## src/verilog/ccc_pkg.sv

```systemverilog
// Function
// - Count years 2000 through 2099 only.
// - Leap years handled automatically in February.
// - Hours run 00 to 23, no AM/PM.
// - One-second steps, half-second visible to software.
// - All time fields held as BCD.
// - Timekeeping from separate 32.768 kHz crystal clock.
// - Pin drives alarm pulse or seconds clock.
// - Value pointer selects time window pair.
// - High-byte value write while unlocked decrements pointer, floors 00.
// - Alarm pointer selects alarm pair; 11 unmapped.
// - High-byte alarm write decrements pointer, floors 00.
// - Any window read decrements matching pointer.
// - Time writes ignored while unlock bit clear.
// - Unlock set only right after 55h/AAh keys.
// - Run enable writable only while unlocked.
// - Ripple flag warns reads may straddle rollover.
// - Half flag per half; seconds write clears.
// - Output enable connects pin, else undriven.
// - Config register reset only by power-on reset.
// - Drift trim adds/removes 4 pulses per step.
// - Source select: 1 seconds clock, 0 alarm.
// Package of constants and the state record of the calendar core.
// Assumes a single system clock and a power-on reset only.
package ccc_pkg;
    localparam int          ADDR_W       = 8;
    localparam logic [7:0]  ADDR_CFG     = 8'h00;
    localparam logic [7:0]  ADDR_VAL     = 8'h04;
    localparam logic [7:0]  ADDR_ALCFG   = 8'h08;
    localparam logic [7:0]  ADDR_ALVAL   = 8'h0C;
    localparam logic [7:0]  ADDR_KEY     = 8'h10;
    localparam logic [7:0]  ADDR_PAD     = 8'h14;
    localparam int          CFG_EN_BIT   = 15;
    localparam int          CFG_UNL_BIT  = 13;
    localparam int          CFG_RIP_BIT  = 12;
    localparam int          CFG_HALF_BIT = 11;
    localparam int          CFG_OE_BIT   = 10;
    localparam int          PTR_LSB      = 8;
    localparam int          PAD_SEL_BIT  = 1;
    localparam logic [15:0] CFG_RESET    = 16'h0000;
    localparam logic [7:0]  KEY_FIRST    = 8'h55;
    localparam logic [7:0]  KEY_SECOND   = 8'hAA;
    localparam int          XTAL_HZ      = 32768;
    localparam int          HALF_DIV     = XTAL_HZ / 2;
    localparam int          TRIM_SHIFT   = 2;
    localparam int          RIPPLE_LEAD  = 32;
    localparam logic signed [15:0] PRESC_LAST = 16'(HALF_DIV - 1);
    localparam logic signed [15:0] PRESC_RIP  =
        16'(HALF_DIV - 1 - RIPPLE_LEAD);
    localparam logic [7:0]  SEC_LAST     = 8'h59;
    localparam logic [7:0]  HOUR_LAST    = 8'h23;
    localparam logic [7:0]  MON_LAST     = 8'h12;
    localparam logic [7:0]  YEAR_LAST    = 8'h99;
    localparam logic [7:0]  BCD_ONE      = 8'h01;
    localparam logic [2:0]  WDAY_LAST    = 3'h6;
    localparam logic [7:0]  DAY_RST      = 8'h01;
    localparam logic [7:0]  MON_RST      = 8'h01;
    localparam logic [2:0]  WDAY_RST     = 3'h6;

    typedef enum logic [1:0] {
        KEY_IDLE      = 2'b00,
        KEY_GOT_FIRST = 2'b01,
        KEY_ARMED     = 2'b10
    } ccc_key_e;

    typedef struct packed {
        logic [2:0]         xtal_sync;
        logic signed [15:0] presc;
        logic               en;
        logic               unlock;
        logic               ripple;
        logic               half;
        logic               oe;
        logic [1:0]         vptr;
        logic [7:0]         trim;
        logic               secsel;
        logic [7:0]         sec;
        logic [7:0]         min;
        logic [7:0]         hour;
        logic [2:0]         wday;
        logic [7:0]         day;
        logic [7:0]         mon;
        logic [7:0]         year;
        logic [5:0]         alcfg_hi;
        logic [1:0]         aptr;
        logic [7:0]         alcfg_lo;
        logic [2:0][15:0]   alrm;
        ccc_key_e           key;
        logic               pready;
        logic               pslverr;
        logic [31:0]        prdata;
        logic               pin;
        logic               pin_oe_n;
    } ccc_state_s;
endpackage : ccc_pkg

```

## src/verilog/ccc_core.sv

```systemverilog
// Calendar core: crystal prescaler, BCD time chain, APB register file.
// Assumes an APB4 master on clk_sys and an asynchronous crystal input.
//
// The APB slave port and the register addresses are this design's own decisions.
`timescale 1ns/10ps
`default_nettype none
module ccc_core
    import ccc_pkg::*;
(
    // System.
    input  wire logic              clk_sys,
    input  wire logic              arst_n,
    // APB slave.
    input  wire logic [ADDR_W-1:0] paddr,
    input  wire logic              psel,
    input  wire logic              penable,
    input  wire logic              pwrite,
    input  wire logic [31:0]       pwdata,
    input  wire logic [3:0]        pstrb,
    output logic      [31:0]       prdata,
    output logic                   pready,
    output logic                   pslverr,
    // Crystal and alarm.
    input  wire logic              xtal_clk,
    input  wire logic              alarm_pulse,
    // Output pin.
    output logic                   rtc_pin,
    output logic                   rtc_pin_oe_n
);
    ccc_state_s s_reg;
    ccc_state_s s_next;
    logic       setup;
    logic       access;
    logic       tick;
    logic       xtal_edge;

    function automatic logic [8:0] bcd_inc(input logic [7:0] v,
                                           input logic [7:0] last,
                                           input logic [7:0] first);
        if (v == last) begin
            return {1'b1, first};
        end else if (v[3:0] == 4'h9) begin
            return {1'b0, v[7:4] + 4'h1, 4'h0};
        end else begin
            return {1'b0, v + 8'h01};
        end
    endfunction : bcd_inc

    // Year 00 stands for 2000, which is a leap year too.
    function automatic logic [7:0] month_last(input logic [7:0] m,
                                              input logic [7:0] y);
        logic [3:0] md;
        md = y[3:0] + {2'h0, y[4], 1'b0};
        if (m == 8'h02) begin
            return (md[1:0] == 2'h0) ? 8'h29 : 8'h28;
        end else if (m == 8'h04 || m == 8'h06 || m == 8'h09 ||
                     m == 8'h11) begin
            return 8'h30;
        end else begin
            return 8'h31;
        end
    endfunction : month_last

    function automatic logic [1:0] ptr_dec(input logic [1:0] p);
        return (p == 2'h0) ? 2'h0 : p - 2'h1;
    endfunction : ptr_dec

    assign setup     = psel & ~penable;
    assign access    = psel & penable & s_reg.pready;
    assign xtal_edge = s_reg.xtal_sync[1] & ~s_reg.xtal_sync[2];

    always_comb begin
        logic [8:0]  r;
        logic        c;
        logic [15:0] vw;
        r  = 9'h0;
        c  = 1'b0;
        vw = 16'h0;
        s_next = s_reg;
        tick   = 1'b0;
        // The crystal is asynchronous, so its first stage feeds only the
        // second one; edges are taken between stages two and three.
        s_next.xtal_sync = {s_reg.xtal_sync[1:0], xtal_clk};
        if (s_reg.en && xtal_edge) begin
            if (s_reg.presc >= PRESC_LAST) begin
                s_next.presc = 16'sh0000;
                tick = 1'b1;
            end else begin
                s_next.presc = s_reg.presc + 16'sh0001;
            end
        end
        if (tick) begin
            s_next.half = ~s_reg.half;
            if (s_reg.half) begin
                r = bcd_inc(s_reg.sec, SEC_LAST, 8'h00);
                s_next.sec = r[7:0];
                c = r[8];
                if (c) begin
                    // Trim is applied once a minute by offsetting the
                    // prescaler, so the next half second is longer or
                    // shorter by four crystal pulses per step.
                    s_next.presc = $signed({{6{s_reg.trim[7]}},
                                            s_reg.trim, 2'b00});
                    r = bcd_inc(s_reg.min, SEC_LAST, 8'h00);
                    s_next.min = r[7:0];
                    c = r[8];
                end
                if (c) begin
                    r = bcd_inc(s_reg.hour, HOUR_LAST, 8'h00);
                    s_next.hour = r[7:0];
                    c = r[8];
                end
                if (c) begin
                    s_next.wday = (s_reg.wday == WDAY_LAST) ? 3'h0
                                : s_reg.wday + 3'h1;
                    r = bcd_inc(s_reg.day,
                                month_last(s_reg.mon, s_reg.year),
                                BCD_ONE);
                    s_next.day = r[7:0];
                    c = r[8];
                end
                if (c) begin
                    r = bcd_inc(s_reg.mon, MON_LAST, BCD_ONE);
                    s_next.mon = r[7:0];
                    c = r[8];
                end
                if (c) begin
                    r = bcd_inc(s_reg.year, YEAR_LAST, 8'h00);
                    s_next.year = r[7:0];
                end
            end
        end
        // Warn readers shortly before the seconds rollover ripples.
        s_next.ripple = s_reg.en & s_reg.half &
                        (s_reg.presc >= PRESC_RIP);

        case (s_reg.vptr)
            2'h0: vw = {s_reg.min, s_reg.sec};
            2'h1: vw = {5'h00, s_reg.wday, s_reg.hour};
            2'h2: vw = {s_reg.mon, s_reg.day};
            default: vw = {8'h00, s_reg.year};
        endcase

        // Zero-wait APB: data is captured in setup, answered in access.
        s_next.pready  = setup;
        s_next.pslverr = 1'b0;
        if (setup) begin
            s_next.prdata = 32'h0;
            if (paddr == ADDR_CFG) begin
                s_next.prdata = {16'h0000, s_reg.en, 1'b0, s_reg.unlock,
                                 s_reg.ripple, s_reg.half, s_reg.oe,
                                 s_reg.vptr, s_reg.trim};
            end else if (paddr == ADDR_VAL) begin
                s_next.prdata = {16'h0000, vw};
            end else if (paddr == ADDR_ALCFG) begin
                s_next.prdata = {16'h0000, s_reg.alcfg_hi, s_reg.aptr,
                                 s_reg.alcfg_lo};
            end else if (paddr == ADDR_ALVAL) begin
                if (s_reg.aptr != 2'h3) begin
                    s_next.prdata = {16'h0000, s_reg.alrm[s_reg.aptr]};
                end
            end else if (paddr == ADDR_PAD) begin
                s_next.prdata = {30'h0, s_reg.secsel, 1'b0};
            end else if (paddr != ADDR_KEY) begin
                s_next.pslverr = 1'b1;
            end
        end

        if (access) begin
            // The key sequence arms for exactly one following transfer.
            if (!(pwrite && paddr == ADDR_KEY)) begin
                s_next.key = KEY_IDLE;
            end
            if (!pwrite && paddr == ADDR_VAL) begin
                s_next.vptr = ptr_dec(s_reg.vptr);
            end else if (!pwrite && paddr == ADDR_ALVAL) begin
                s_next.aptr = ptr_dec(s_reg.aptr);
            end else if (pwrite && paddr == ADDR_CFG) begin
                if (pstrb[0]) begin
                    s_next.trim = pwdata[7:0];
                end
                if (pstrb[1]) begin
                    s_next.vptr = pwdata[PTR_LSB+1:PTR_LSB];
                    s_next.oe   = pwdata[CFG_OE_BIT];
                    if (s_reg.unlock) begin
                        s_next.en = pwdata[CFG_EN_BIT];
                    end
                    s_next.unlock = pwdata[CFG_UNL_BIT] &
                                    (s_reg.unlock |
                                     (s_reg.key == KEY_ARMED));
                end
            end else if (pwrite && paddr == ADDR_VAL && s_reg.unlock) begin
                // Locked writes fall through here untouched.
                if (pstrb[0]) begin
                    case (s_reg.vptr)
                        2'h0: begin
                            s_next.sec   = pwdata[7:0];
                            s_next.half  = 1'b0;
                            s_next.presc = 16'sh0000;
                        end
                        2'h1: s_next.hour = pwdata[7:0];
                        2'h2: s_next.day  = pwdata[7:0];
                        default: s_next.year = pwdata[7:0];
                    endcase
                end
                if (pstrb[1]) begin
                    case (s_reg.vptr)
                        2'h0: s_next.min  = pwdata[15:8];
                        2'h1: s_next.wday = pwdata[10:8];
                        2'h2: s_next.mon  = pwdata[15:8];
                        default: s_next.mon = s_next.mon;
                    endcase
                    s_next.vptr = ptr_dec(s_reg.vptr);
                end
            end else if (pwrite && paddr == ADDR_ALCFG) begin
                if (pstrb[0]) begin
                    s_next.alcfg_lo = pwdata[7:0];
                end
                if (pstrb[1]) begin
                    s_next.aptr     = pwdata[PTR_LSB+1:PTR_LSB];
                    s_next.alcfg_hi = pwdata[15:10];
                end
            end else if (pwrite && paddr == ADDR_ALVAL) begin
                if (s_reg.aptr != 2'h3) begin
                    if (pstrb[0]) begin
                        s_next.alrm[s_reg.aptr][7:0] = pwdata[7:0];
                    end
                    if (pstrb[1]) begin
                        s_next.alrm[s_reg.aptr][15:8] = pwdata[15:8];
                    end
                end
                if (pstrb[1]) begin
                    s_next.aptr = ptr_dec(s_reg.aptr);
                end
            end else if (pwrite && paddr == ADDR_KEY && pstrb[0]) begin
                if (pwdata[7:0] == KEY_FIRST) begin
                    s_next.key = KEY_GOT_FIRST;
                end else if (pwdata[7:0] == KEY_SECOND &&
                             s_reg.key == KEY_GOT_FIRST) begin
                    s_next.key = KEY_ARMED;
                end else begin
                    s_next.key = KEY_IDLE;
                end
            end else if (pwrite && paddr == ADDR_PAD && pstrb[0]) begin
                s_next.secsel = pwdata[PAD_SEL_BIT];
            end
        end

        // The seconds clock is high in the first half of each second.
        s_next.pin = s_reg.secsel ? ~s_reg.half : alarm_pulse;
        s_next.pin_oe_n = ~s_reg.oe;
    end

    // The only reset is power-on, so configuration survives nothing else.
    always_ff @(posedge clk_sys or negedge arst_n) begin
        if (!arst_n) begin
            s_reg          <= '0;
            s_reg.day      <= DAY_RST;
            s_reg.mon      <= MON_RST;
            s_reg.wday     <= WDAY_RST;
            s_reg.key      <= KEY_IDLE;
            s_reg.pin_oe_n <= 1'b1;
        end else begin
            s_reg <= s_next;
        end
    end

    assign prdata       = s_reg.prdata;
    assign pready       = s_reg.pready;
    assign pslverr      = s_reg.pslverr;
    assign rtc_pin      = s_reg.pin;
    assign rtc_pin_oe_n = s_reg.pin_oe_n;
endmodule : ccc_core
`default_nettype wire

```

## config.mk

```make
export PLATFORM = sky130hd
export DESIGN_NAME = ccc_core
export DESIGN_NICKNAME = d
export VERILOG_FILES = /design/src/verilog/ccc_pkg.sv /design/src/verilog/ccc_core.sv
export SDC_FILE = /design/constraint.sdc
export NUM_CORES = 1
export LEC_CHECK = 0
export BUFFER_PORTS_ARGS = -buffer_cell sky130_fd_sc_hd__buf_2
export CAP_MARGIN = 20
export CORE_MARGIN = 1.5
export CORE_UTILIZATION = 50
export CTS_CLUSTER_SIZE = 10
export DETAILED_ROUTE_END_ITERATION = 12
export PLACE_DENSITY = 0.69
export SYNTH_ARGS = -nofsm -noshare
export SYNTH_HDL_FRONTEND = slang
export SYNTH_SLANG_ARGS = --single-unit
```

## constraint.sdc

```tcl
create_clock -name clk_sys -period 7.55 [get_ports clk_sys]
set_input_delay 1.1325 -clock clk_sys [delete_from_list [all_inputs] [get_ports clk_sys]]
set_output_delay 1.1325 -clock clk_sys [all_outputs]
set_load 0.1 [all_outputs]
```

After elaboration in Yosys (flattened, before gate mapping)
Cells that the tools add are included.
- add/subtract/negate cells: 17
- $mul: 0
- div/mod/pow operators: 0
- order comparisons: 4
- equal/unequal tests: 38
- shifts and indexed selects: 0
- mux-type cells: 160
- bitwise operators: 19
- reduce and logical (&&, ||, !) cells: 34
- operator list (cell ; count):
    48-bit 2-to-1 mux ; 12
    16-bit 2-to-1 mux ; 16
    8-bit 2-to-1 mux ; 32
    9-bit 2-to-1 mux ; 19
    51-bit 2-to-1 mux ; 3
    130-bit 2-to-1 mux ; 1
    126-bit 2-to-1 mux ; 1
    118-bit 2-to-1 mux ; 1
    48-bit bitwise mux ; 2
    70-bit 2-to-1 mux ; 1
    66-bit 2-to-1 mux ; 1
    16-bit demux with 2-bit select ; 2
    58-bit 2-to-1 mux ; 1
    18-bit 2-to-1 mux ; 3
    50-bit 2-to-1 mux ; 1
    8-bit by 1-bit adder with 8-bit output, second input constant ; 6
    16-bit one-hot mux with 3 select lines ; 1
    2-bit 2-to-1 mux ; 19
    1-bit 2-to-1 mux ; 35
    33-bit 2-to-1 mux ; 1
    16-bit binary-select mux with 2-bit select ; 1
    8-bit by 5-bit equality test with 1-bit output, second input constant ; 4
    16-bit by 15-bit >= comparator with 1-bit output, second input constant ; 2
    4-bit by 1-bit adder with 4-bit output, second input constant ; 6
    39 further kinds ; 101
- register bits: 188
- bits in latches: 0
- memory bits (writable): 0
- ROM bits: 0
- input bits: 51
- word-level logic and storage cells: 301
- memories: 0

Depth between registers and ports, before layout
Gate-level depths: netlist of the first run.
- depth in word-level cells: 44
- gate-level depth with buffers: 12

Worst setup path after synthesis of the first run
No wires, ideal clock.
- path type: input -> register
- from: input paddr[1]
- to: register s_reg[132] (netlist bit)
- data arrival time: 2.921 ns
- required time: 7.425 ns
- setup slack: 4.504 ns
- stages on the path: 5
- buffers on the path: 0
- cell sequence: nor3_1 -> nand3_1 -> nor3_1 -> nor4b_2 -> mux2_2
- RTL lines (what ; line ; text):
    from (decl) ; ccc_core.sv:14 ; input wire logic [ADDR_W-1:0] paddr,
    to (signal assigned) ; ccc_core.sv:264 ; s_reg <= s_next;
    to (decl) ; ccc_core.sv:30 ; ccc_state_s s_reg;

==> results of run 1 <==
## synthesized netlist by cell type (6+ instances only)
cell        n  share of area (%)
a211oi_1    8               0.60
a222oi_1   10                1.0
nand3_1    39                1.9
mux2i_1    38                3.8
xnor2_1    13                1.1
a21oi_1    74                3.7
nand4_1    12               0.75
o21ai_0    53                2.6
mux4_2      9                2.0
nand3b_1    6               0.45
xor2_1      8               0.70
nand2b_1   10               0.62
and2_1      6               0.37
a22oi_1     7               0.52
ha_1       23                2.9
o21a_1     10               0.75
dfrtp_1   167                 42
nor2_1    111                4.1
and3_1     18                1.1
nor3_1     23                1.1
nand2_1   100                3.7
inv_1      25               0.93
a31oi_1    31                1.9
clkbuf_1   54                2.0
buf_4      33                2.5
mux2_2     77                8.6
## worst max-delay path: cells and delay by family
family	cells	cell delay, ps
mux	1	410
simple gates	4	2200
buf+inv	1	90
## routing by layer
metal | GRT usage (%) | wire length (um) | vias to the layer above
li1 | - | - | 3761
met1 | 36.9 | 11900 | 3945
met2 | 39.6 | 11700 | 260
met3 | 5.56 | 1630 | 40
met4 | 8.03 | 465 | 2
met5 | 0 | 12 | -
## area by class of cell
class | instances | area [sq um] | area share, %
Clock buffer | 18 | 439 | 4.05
Clock inverter | 14 | 150 | 1.38
Inverter | 25 | 93.8 | 0.865
Multi-Input combinational cell | 779 | 5200 | 47.9
Sequential cell | 172 | 4310 | 39.7
Tap cell | 265 | 332 | 3.05
Timing Repair Buffer | 61 | 332 | 3.05
## cell usage in the layout (no fill, tap or decap), drive strengths merged, types with 16 or more instances in the layout
master,n
dfrtp,167
nor2,111
nand2,101
mux2,77
a21oi,75
buf,60
o21ai,53
nand3,39
mux2i,38
inv,32
a31oi,31
ha,23
nor3,23
clkbuf,19
and3,18
conb,16
## power groups by stage
stage / logic (mW) / clock network [mW] / registers, mW
CTS: 0.190 / 0.902 / 0.938
global route: 0.200 / 0.938 / 0.940
detailed placement: 0.190 / 0 / 0.956
global placement: 0.189 / 0 / 0.955
finish: 0.189 / 0.886 / 0.938
floorplan: 0.148 / 0 / 0.960
## logic make-up after synthesis
| family | count (synthesis) | synth area share (%) |
|---|---|---|
| buffers and inverters | 120 | 5.92 |
| AO/OA/AOI/OAI | 233 | 14.7 |
| AND/OR/NAND/NOR | 362 | 17.3 |
| multiplexers | 124 | 14.4 |
| other | 1 | 0.0373 |
| adder cells (fa/ha/maj) | 23 | 2.87 |
| flip-flops | 172 | 42.9 |
| XOR/XNOR | 21 | 1.83 |
## stage by stage
stage	cell area, sq um	utilization [%]	total power, mW	cells
floorplan	10100	-	1.11	1071
global placement	10300	52.4	1.14	1301
detailed placement	10300	52.4	1.15	1301
CTS	10800	55.4	2.03	1333
global route	10900	55.4	2.08	1334
finish	10900	55.4	2.01	1334
## worst min path at each step
stage	from	to	slack [ps]
after global placement	s_next[186]	s_next[187]	340
after floorplan	s_next[186]	s_next[187]	330
after CTS	s_next[186]	s_next[187]	350
after detailed placement	s_next[186]	s_next[187]	340
after global routing	s_next[186]	s_next[187]	360
final	s_next[186]	s_next[187]	350
==> run_results.csv, run 1 <==
group,metric,value,unit
status,outcome,"finished, final reports clean",
global_route,grt_pass1_wl,40.7,mm
floorplanning,die_area,0.0209,sq mm
placement,hpwl,17.7,mm
synth,synthCells,1056,
routing,vias,8008,
final_layout,nets,1130,
power_and_ir_drop,seq_power_share,46.6,%
clock_tree,cts_buffers,17,
worst_setup_path,critPathLaunch,"paddr[1]",
sta,skew,16.2,ps
worst_setup_path,regToRegSetupSlack,4100,ps
sta,rsz0062_at_grt,"false",
floorplanning,die_h,145,um
sta,finalHoldViolCount,0,
routing,wire_per_inst,19.2,um
clock_tree,cts_resized,0,
run,drv_cap,0,
sta,finalWorstSetupSlack,4030,ps
clock_tree,htreeDepth,4,
final_layout,area_growth,8.10,%
placement,pre_cts_ws,3580,ps
placement,port_buffers,52,
worst_setup_path,r2r_cells,9,
sta,finalSetupTns,0,ps
clock_tree,cts.sinks,172,
floorplanning,core,0.0196,sq mm
clock_tree,cts_setup_buffers,0,
clock_tree,clockBufferDepth,2,
global_route,grt-ovfl-total,0,
sta,timing.final.crit_period,3520,ps
sta,holdWs,353,ps
routing,drc,0,
clock_tree,worstSkewPairLatency,440,ps
power_and_ir_drop,power.switching,580,uW
clock_tree,clk_pin_slew,70,ps
power_and_ir_drop,swShare,28.8,%
floorplanning,start_util,51.3,%
routing,firstDrtPassIters,7,
worst_setup_path,cpMostUsedCell,"nor3_1",
worst_setup_path,r2r_end,"s_reg[102]",
floorplanning,ioPinCount,87,
worst_setup_path,critPathMaxFanout,10,
worst_setup_path,cp.required,7880,ps
worst_setup_path,start_kind,"input port",
worst_setup_path,end_kind,"register",
power_and_ir_drop,p_leak,4.67,nW
synth,ys_types,72,
routing,routed_wl,25.7,mm
power_and_ir_drop,power_density,185,mW/mm^2
final_layout,insertedDiodeCount,0,
worst_setup_path,cpMaxStageDelayCell,"nor4b_2",
synth,synth_area,0.0100,sq mm
sta,slew_headroom,25.9,%
synth,synthArstFlopShare,100,%
synth,synth_top_flop_cell,"dfrtp_1",
final_layout,drive_gt1_share,18.3,%
global_route,grt_util_all_layers,25.9,%
worst_setup_path,worstSetupPathType,"input port to register",
floorplanning,die_w,145,um
sta,final_max_slew_viol_count,0,
power_and_ir_drop,pwr-share-clk,44.0,%
global_route,first_global_vias,7293,
power_and_ir_drop,combPwrFrac,9.4,%
sta,fmax,284,MHz
clock_tree,clockRootBuffer,"clkbuf_16",
worst_setup_path,critPathMaxStageDelay,940,ps
placement,gp_congestion,0.908,
synth,ys_ff_latch,172,
power_and_ir_drop,internal_power,1.43,mW
worst_setup_path,r2r-start,"s_reg[169]",
floorplanning,core.rowCount,51,
synth,syn_avg_cell_area,9.51,sq um
routing,drtAntennaViolNets,0,
routing,first_iter_violations,755,
min_path,hold_depth,0,
routing,vias_per_cell,6.00,
synth,yosys_warnings,0,
worst_setup_path,critical_path.cell_chain,"buf_2 > nor3_1 > nand3_1 > nor3_1 > nor4b_2 > mux2_2",
sta,fin_crit_sh,46.6,%
worst_setup_path,endpoint,"s_reg[132]",
sta,tightest_slew,1110,ps
worst_setup_path,cp.arrival,3850,ps
sta,setup_violations,0,
synth,ys_seq_area_share,42.9,%
final_layout,n_fill_cell,1762,
min_path,hp-class,"register to register",
clock_tree,cts_tree,"yes",
synth,synth-edff-count,0,
clock_tree,cts_hold_buffers,0,
power_and_ir_drop,vdd_drop_max,169,uV
global_route,grt_max_degree,103,
global_route,antenna_found_initial,1,
No activity file was read; power rests on OpenSTA's default activity.
==> inputs of run 2 (changes only) <==
PLACE_DENSITY = 0.71   (was 0.69)
clock period = 2.9 ns   (was 7.55 ns; I/O delays follow)
==> run 2 against run 1 <==
Compared with the run above:
- cell count up 2.5%
- via count increased by 2.0%
- critical path depth rose by 5
- critical path type is now register to register
- critical endpoint is now s_reg[117]
- largest cell class unchanged
- highest routed layer is now met4
==> run_results.csv, run 2 (synthesized netlist as in run 1, its figures left out) <==
group,metric,value,unit
final_layout,area_growth,10.6,%
placement,port_buffers,52,
final_layout,insertedDiodeCount,0,
power_and_ir_drop,p_leak,4.84,nW
power_and_ir_drop,vdd_drop_max,420,uV
power_and_ir_drop,swShare,29.6,%
final_layout,nets,1164,
power_and_ir_drop,power.switching,1.53,mW
worst_setup_path,critPathMaxStageDelay,530,ps
worst_setup_path,worstSetupPathType,"register to register",
floorplanning,die_w,145,um
floorplanning,core,0.0196,sq mm
sta,setup_violations,0,
power_and_ir_drop,pwr-share-clk,43.1,%
sta,tightest_slew,698,ps
power_and_ir_drop,combPwrFrac,9.7,%
clock_tree,cts_tree,"yes",
status,outcome,"finished, final reports clean",
power_and_ir_drop,power_density,465,mW/mm^2
worst_setup_path,start_kind,"register",
sta,holdWs,19.7,ps
sta,slew_headroom,53.4,%
global_route,grt_util_all_layers,26.0,%
floorplanning,die_h,145,um
routing,routed_wl,25.9,mm
floorplanning,ioPinCount,87,
clock_tree,cts.sinks,172,
final_layout,n_fill_cell,1761,
routing,drc,0,
routing,vias,8166,
run,drv_cap,0,
worst_setup_path,regToRegSetupSlack,180,ps
global_route,first_global_vias,7640,
global_route,grt_max_degree,73,
routing,firstDrtPassIters,6,
worst_setup_path,cp.required,3260,ps
final_layout,drive_gt1_share,20.9,%
placement,pre_cts_ws,238,ps
clock_tree,cts_hold_buffers,0,
routing,vias_per_cell,5.97,
clock_tree,worstSkewPairLatency,440,ps
clock_tree,cts_buffers,17,
floorplanning,die_area,0.0209,sq mm
sta,timing.final.crit_period,2720,ps
floorplanning,core.rowCount,51,
routing,first_iter_violations,873,
clock_tree,clockRootBuffer,"clkbuf_16",
final_layout,final_common_cell,"dfrtp_1",
sta,finalHoldViolCount,0,
placement,hpwl,18.6,mm
sta,final_max_slew_viol_count,0,
worst_setup_path,end_kind,"register",
sta,skew,9.33,ps
sta,fmax,368,MHz
power_and_ir_drop,seq_power_share,47.2,%
clock_tree,clk_pin_slew,70,ps
final_layout,final_cell_mix,"167 x dfrtp_1, 111 x nor2_1, 100 x nand2_1",
power_and_ir_drop,internal_power,3.64,mW
worst_setup_path,cpMaxStageDelayCell,"or4b_4",
min_path,hp-class,"input port to asynchronous set/reset pin",
floorplanning,start_util,51.3,%
sta,finalWorstSetupSlack,185,ps
sta,fin_crit_sh,93.6,%
clock_tree,clockBufferDepth,2,
worst_setup_path,cp.arrival,3070,ps
placement,gp_congestion,0.907,
global_route,grt_pass1_wl,41.0,mm
global_route,grt-ovfl-total,0,
sta,rsz0062_at_grt,"false",
clock_tree,htreeDepth,4,
routing,drtAntennaViolNets,0,
global_route,antenna_found_initial,0,
clock_tree,cts_setup_buffers,0,
sta,finalSetupTns,0,ps
worst_setup_path,critPathMaxFanout,6,
routing,wire_per_inst,18.9,um
worst_setup_path,critical_path.cell_chain,"inv_1 > ha_1 > nor2b_1 > nand2_1 > a2bb2oi_1 > or4b_4 > a21oi_2 > buf_4 > nand2_4 > or3_1 > a31oi_1",
clock_tree,cts_resized,0,
==> run 2: worst paths after layout <==
kind	cells after the start	startpoint	end
min reg2reg	0	s_next[186]	s_next[187]
min in group clk_sys	1	xtal_clk	s_next[186]
max in group asynchronous	2	arst_n	s_reg[110]
max	11	s_reg[115]	s_reg[117]
max reg2reg	11	s_reg[115]	s_reg[117]
min	1	arst_n	asynchronous set/reset pin
==> run 2: per-layer routing <==
layer | vias up | global-route usage (%) | wire [um]
li1 | 3840 | - | -
met1 | 3984 | 35.5 | 11300
met2 | 301 | 40.8 | 11800
met3 | 41 | 5.46 | 1980
met4 | 0 | 10.2 | 709
met5 | - | 0 | 0
==> run 2: through the flow <==
stage / util, % / cells / instance area [sq um] / total power, mW
6_report: 56.7 / 1368 / 11100 / 5.17
5_1_grt: 56.7 / 1368 / 11100 / 5.32
4_1_cts: 56.7 / 1368 / 11100 / 5.20
3_5_place_dp: 53.8 / 1336 / 10500 / 2.99
3_3_place_gp: 53.8 / 1336 / 10500 / 2.98
2_1_floorplan: - / 1071 / 10100 / 2.88
==> run 2: cell type report <==
class,count,area [sq um],share of cell area (%)
flip-flops and latches,172,4310,38.8
multi-input cells,779,5200,46.8
well taps,265,332,2.99
repair buffers,95,602,5.42
clock buffers,17,425,3.83
inverters,25,93.8,0.845
clock inverters,15,141,1.27
==> run 2: worst max-delay path: cells and delay by family (launching register included) <==
kind	cells	cell delay [ps]
compound gates	3	530
flops	1	450
simple gates	5	1190
buf+inv	2	320
fa+ha+maj	1	140
==> run 2: power groups by stage <==
stage	Sequential, mW	Clock (mW)	Combinational, mW
after floorplan	2.50	0	0.385
after global placement	2.49	0	0.499
after detailed placement	2.49	0	0.501
after CTS	2.44	2.26	0.501
after global routing	2.44	2.35	0.530
final	2.44	2.23	0.499
==> inputs of run 3 (changes only) <==
==> constraint.sdc (replaced) <==
create_clock -name clk_sys -period 2.9 [get_ports clk_sys]
set_input_delay 0.145 -clock clk_sys [delete_from_list [all_inputs] [get_ports clk_sys]]
set_output_delay 0.145 -clock clk_sys [all_outputs]
set_load 0.1 [all_outputs]
==> run 3 against run 2 <==
Compared with the run above:
- largest cell class unchanged
- utilization rose by 0.34 points
- critical path depth did not move
- die area did not move
- power rose by 2.2%
- global-route usage rose by 0.14 points
- cell count rose by 0.15%
==> run_results.csv, run 3 (synthesized netlist as in run 1, its figures left out) <==
group,metric,value,unit
status,outcome,"finished, final reports clean",
final_layout,final_cell_mix,"166 x dfrtp_1, 111 x nor2_1, 100 x nand2_1",
final_layout,register_area,0.00431,sq mm
floorplanning,ioPinCount,87,
global_route,antenna_found_initial,3,
sta,finalSetupTns,0,ps
floorplanning,die_area,0.0209,sq mm
global_route,grt-ovfl-total,0,
clock_tree,clockRootBuffer,"clkbuf_16",
sta,slew_headroom,40.0,%
run,drv_cap,0,
sta,fmax,368,MHz
floorplanning,core.rowCount,51,
sta,tightest_slew,899,ps
clock_tree,worstSkewPairLatency,440,ps
sta,holdWs,15.3,ps
global_route,grt_util_all_layers,26.2,%
min_path,holdCritStartpoint,"paddr[4]",
floorplanning,start_util,51.3,%
final_layout,final_area,0.0112,sq mm
final_layout,area_growth,11.2,%
placement,gp_congestion,0.896,
sta,skew,9.68,ps
global_route,grt_pass1_wl,41.5,mm
sta,timing.final.crit_period,2710,ps
routing,drc,0,
routing,drtAntennaViolNets,0,
clock_tree,cts.sinks,172,
worst_setup_path,r2r-start,"s_reg[115]",
sta,fin_crit_sh,93.6,%
sta,rsz0062_at_grt,"false",
worst_setup_path,critPathMaxFanout,6,
power_and_ir_drop,p_leak,4.85,nW
routing,wire_per_inst,19.1,um
worst_setup_path,r2r_end,"s_reg[117]",
final_layout,n_fill_cell,1724,
final_layout,final_common_cell,"dfrtp_1",
floorplanning,core,0.0196,sq mm
final_layout,nets,1164,
global_route,first_global_vias,7772,
min_path,hp-class,"input port to register",
worst_setup_path,cp.required,3260,ps
sta,finalHoldViolCount,0,
power_and_ir_drop,p_total,5.28,mW
worst_setup_path,start_kind,"register",
global_route,grt_max_degree,80,
worst_setup_path,worstSetupPathType,"register to register",
routing,vias_per_cell,6.03,
clock_tree,clockBufferDepth,2,
clock_tree,clk_pin_slew,70,ps
clock_tree,cts_tree,"yes",
routing,routed_wl,26.2,mm
placement,hpwl,18.4,mm
worst_setup_path,cp.arrival,3080,ps
routing,first_iter_violations,726,
final_layout,multiInputGateArea,0.00520,sq mm
placement,placed_cell_area,0.0105,sq mm
power_and_ir_drop,power_density,473,mW/mm^2
worst_setup_path,regToRegSetupSlack,190,ps
worst_setup_path,critPathLaunch,"s_reg[115]",
floorplanning,die_w,145,um
sta,final_max_slew_viol_count,0,
sta,setup_violations,0,
clock_tree,htreeDepth,4,
floorplanning,die_h,145,um
worst_setup_path,r2r_cells,11,
final_layout,drive_gt1_share,20.6,%
routing,vias,8255,
worst_setup_path,end_kind,"register",
routing,firstDrtPassIters,6,
worst_setup_path,endpoint,"s_reg[117]",
clock_tree,cts_buffers,17,
clock_tree,cts_setup_buffers,0,
power_and_ir_drop,vdd_drop_max,393,uV
final_layout,fin_util,57.0,%
placement,port_buffers,52,
run 3: cell count changes in the layout (fill, tap and decap cells not counted), sizes merged:
cell and change:
buf -4, bufinv +1, clkinv +2, clkinvlp +1, diode +2, dlygate4sd3 +4
inv -4
run 3: final cells by class:
cell class / instances / area share, %
diodes: 2 / 0.0448
clock buffers: 17 / 3.81
clock inverters: 15 / 1.60
inverters: 25 / 0.840
multi-input cells: 779 / 46.5
flip-flops and latches: 172 / 38.6
well taps: 265 / 2.97
repair buffers: 95 / 5.59
run 3: what timing repair did:
item	in CTS	in global routing
gates resized for setup	0	1
endpoints found under the hold margin	76	0
hold buffers	4	0
setup endpoints to repair	0	1
run 3: critical path, stage by stage (launching register included):
cell and delay, ps:
dfrtp_1 440, inv_1 120, ha_1 150, nor2b_1 210, nand2_1 80, a2bb2oi_1 150
or4b_4 530, a21oi_2 210, buf_4 200, nand2_4 60, or3_1 310, a31oi_1 160
run 3: layer usage:
layer	GRT usage [%]	up-vias	share of wire (%)
met1	36.2	4096	45
met2	41.7	300	47
li1	-	3818	-
met4	8.24	0	1.9
met5	0	-	0
met3	4.84	41	6.5
run 3: through the flow:
stage / worst slack, ps / std cells
2_1_floorplan: 123 / 1071
5_1_grt: 27.5 / 1370
4_1_cts: 233 / 1368
6_report: 186 / 1370
3_3_place_gp: 277 / 1332
3_5_place_dp: 249 / 1332
run 3: how the worst min path moves through the flow:
stage                                 end  slack, ps  depth (start not counted)
2_1_floorplan  asynchronous set/reset pin       -150                          0
3_3_place_gp   asynchronous set/reset pin        260                          1
3_5_place_dp   asynchronous set/reset pin        250                          1
4_1_cts                           pslverr        0.7                          3
5_1_grt                           pslverr         20                          3
6_report                          pslverr         20                          3
run 3: power breakdown:
part | leakage [nW] | switching (mW) | internal (mW)
combinational | 2.53 | 0.432 | 0.0718
sequential | 2.03 | 0.0144 | 2.43
clock | 0.290 | 1.10 | 1.23
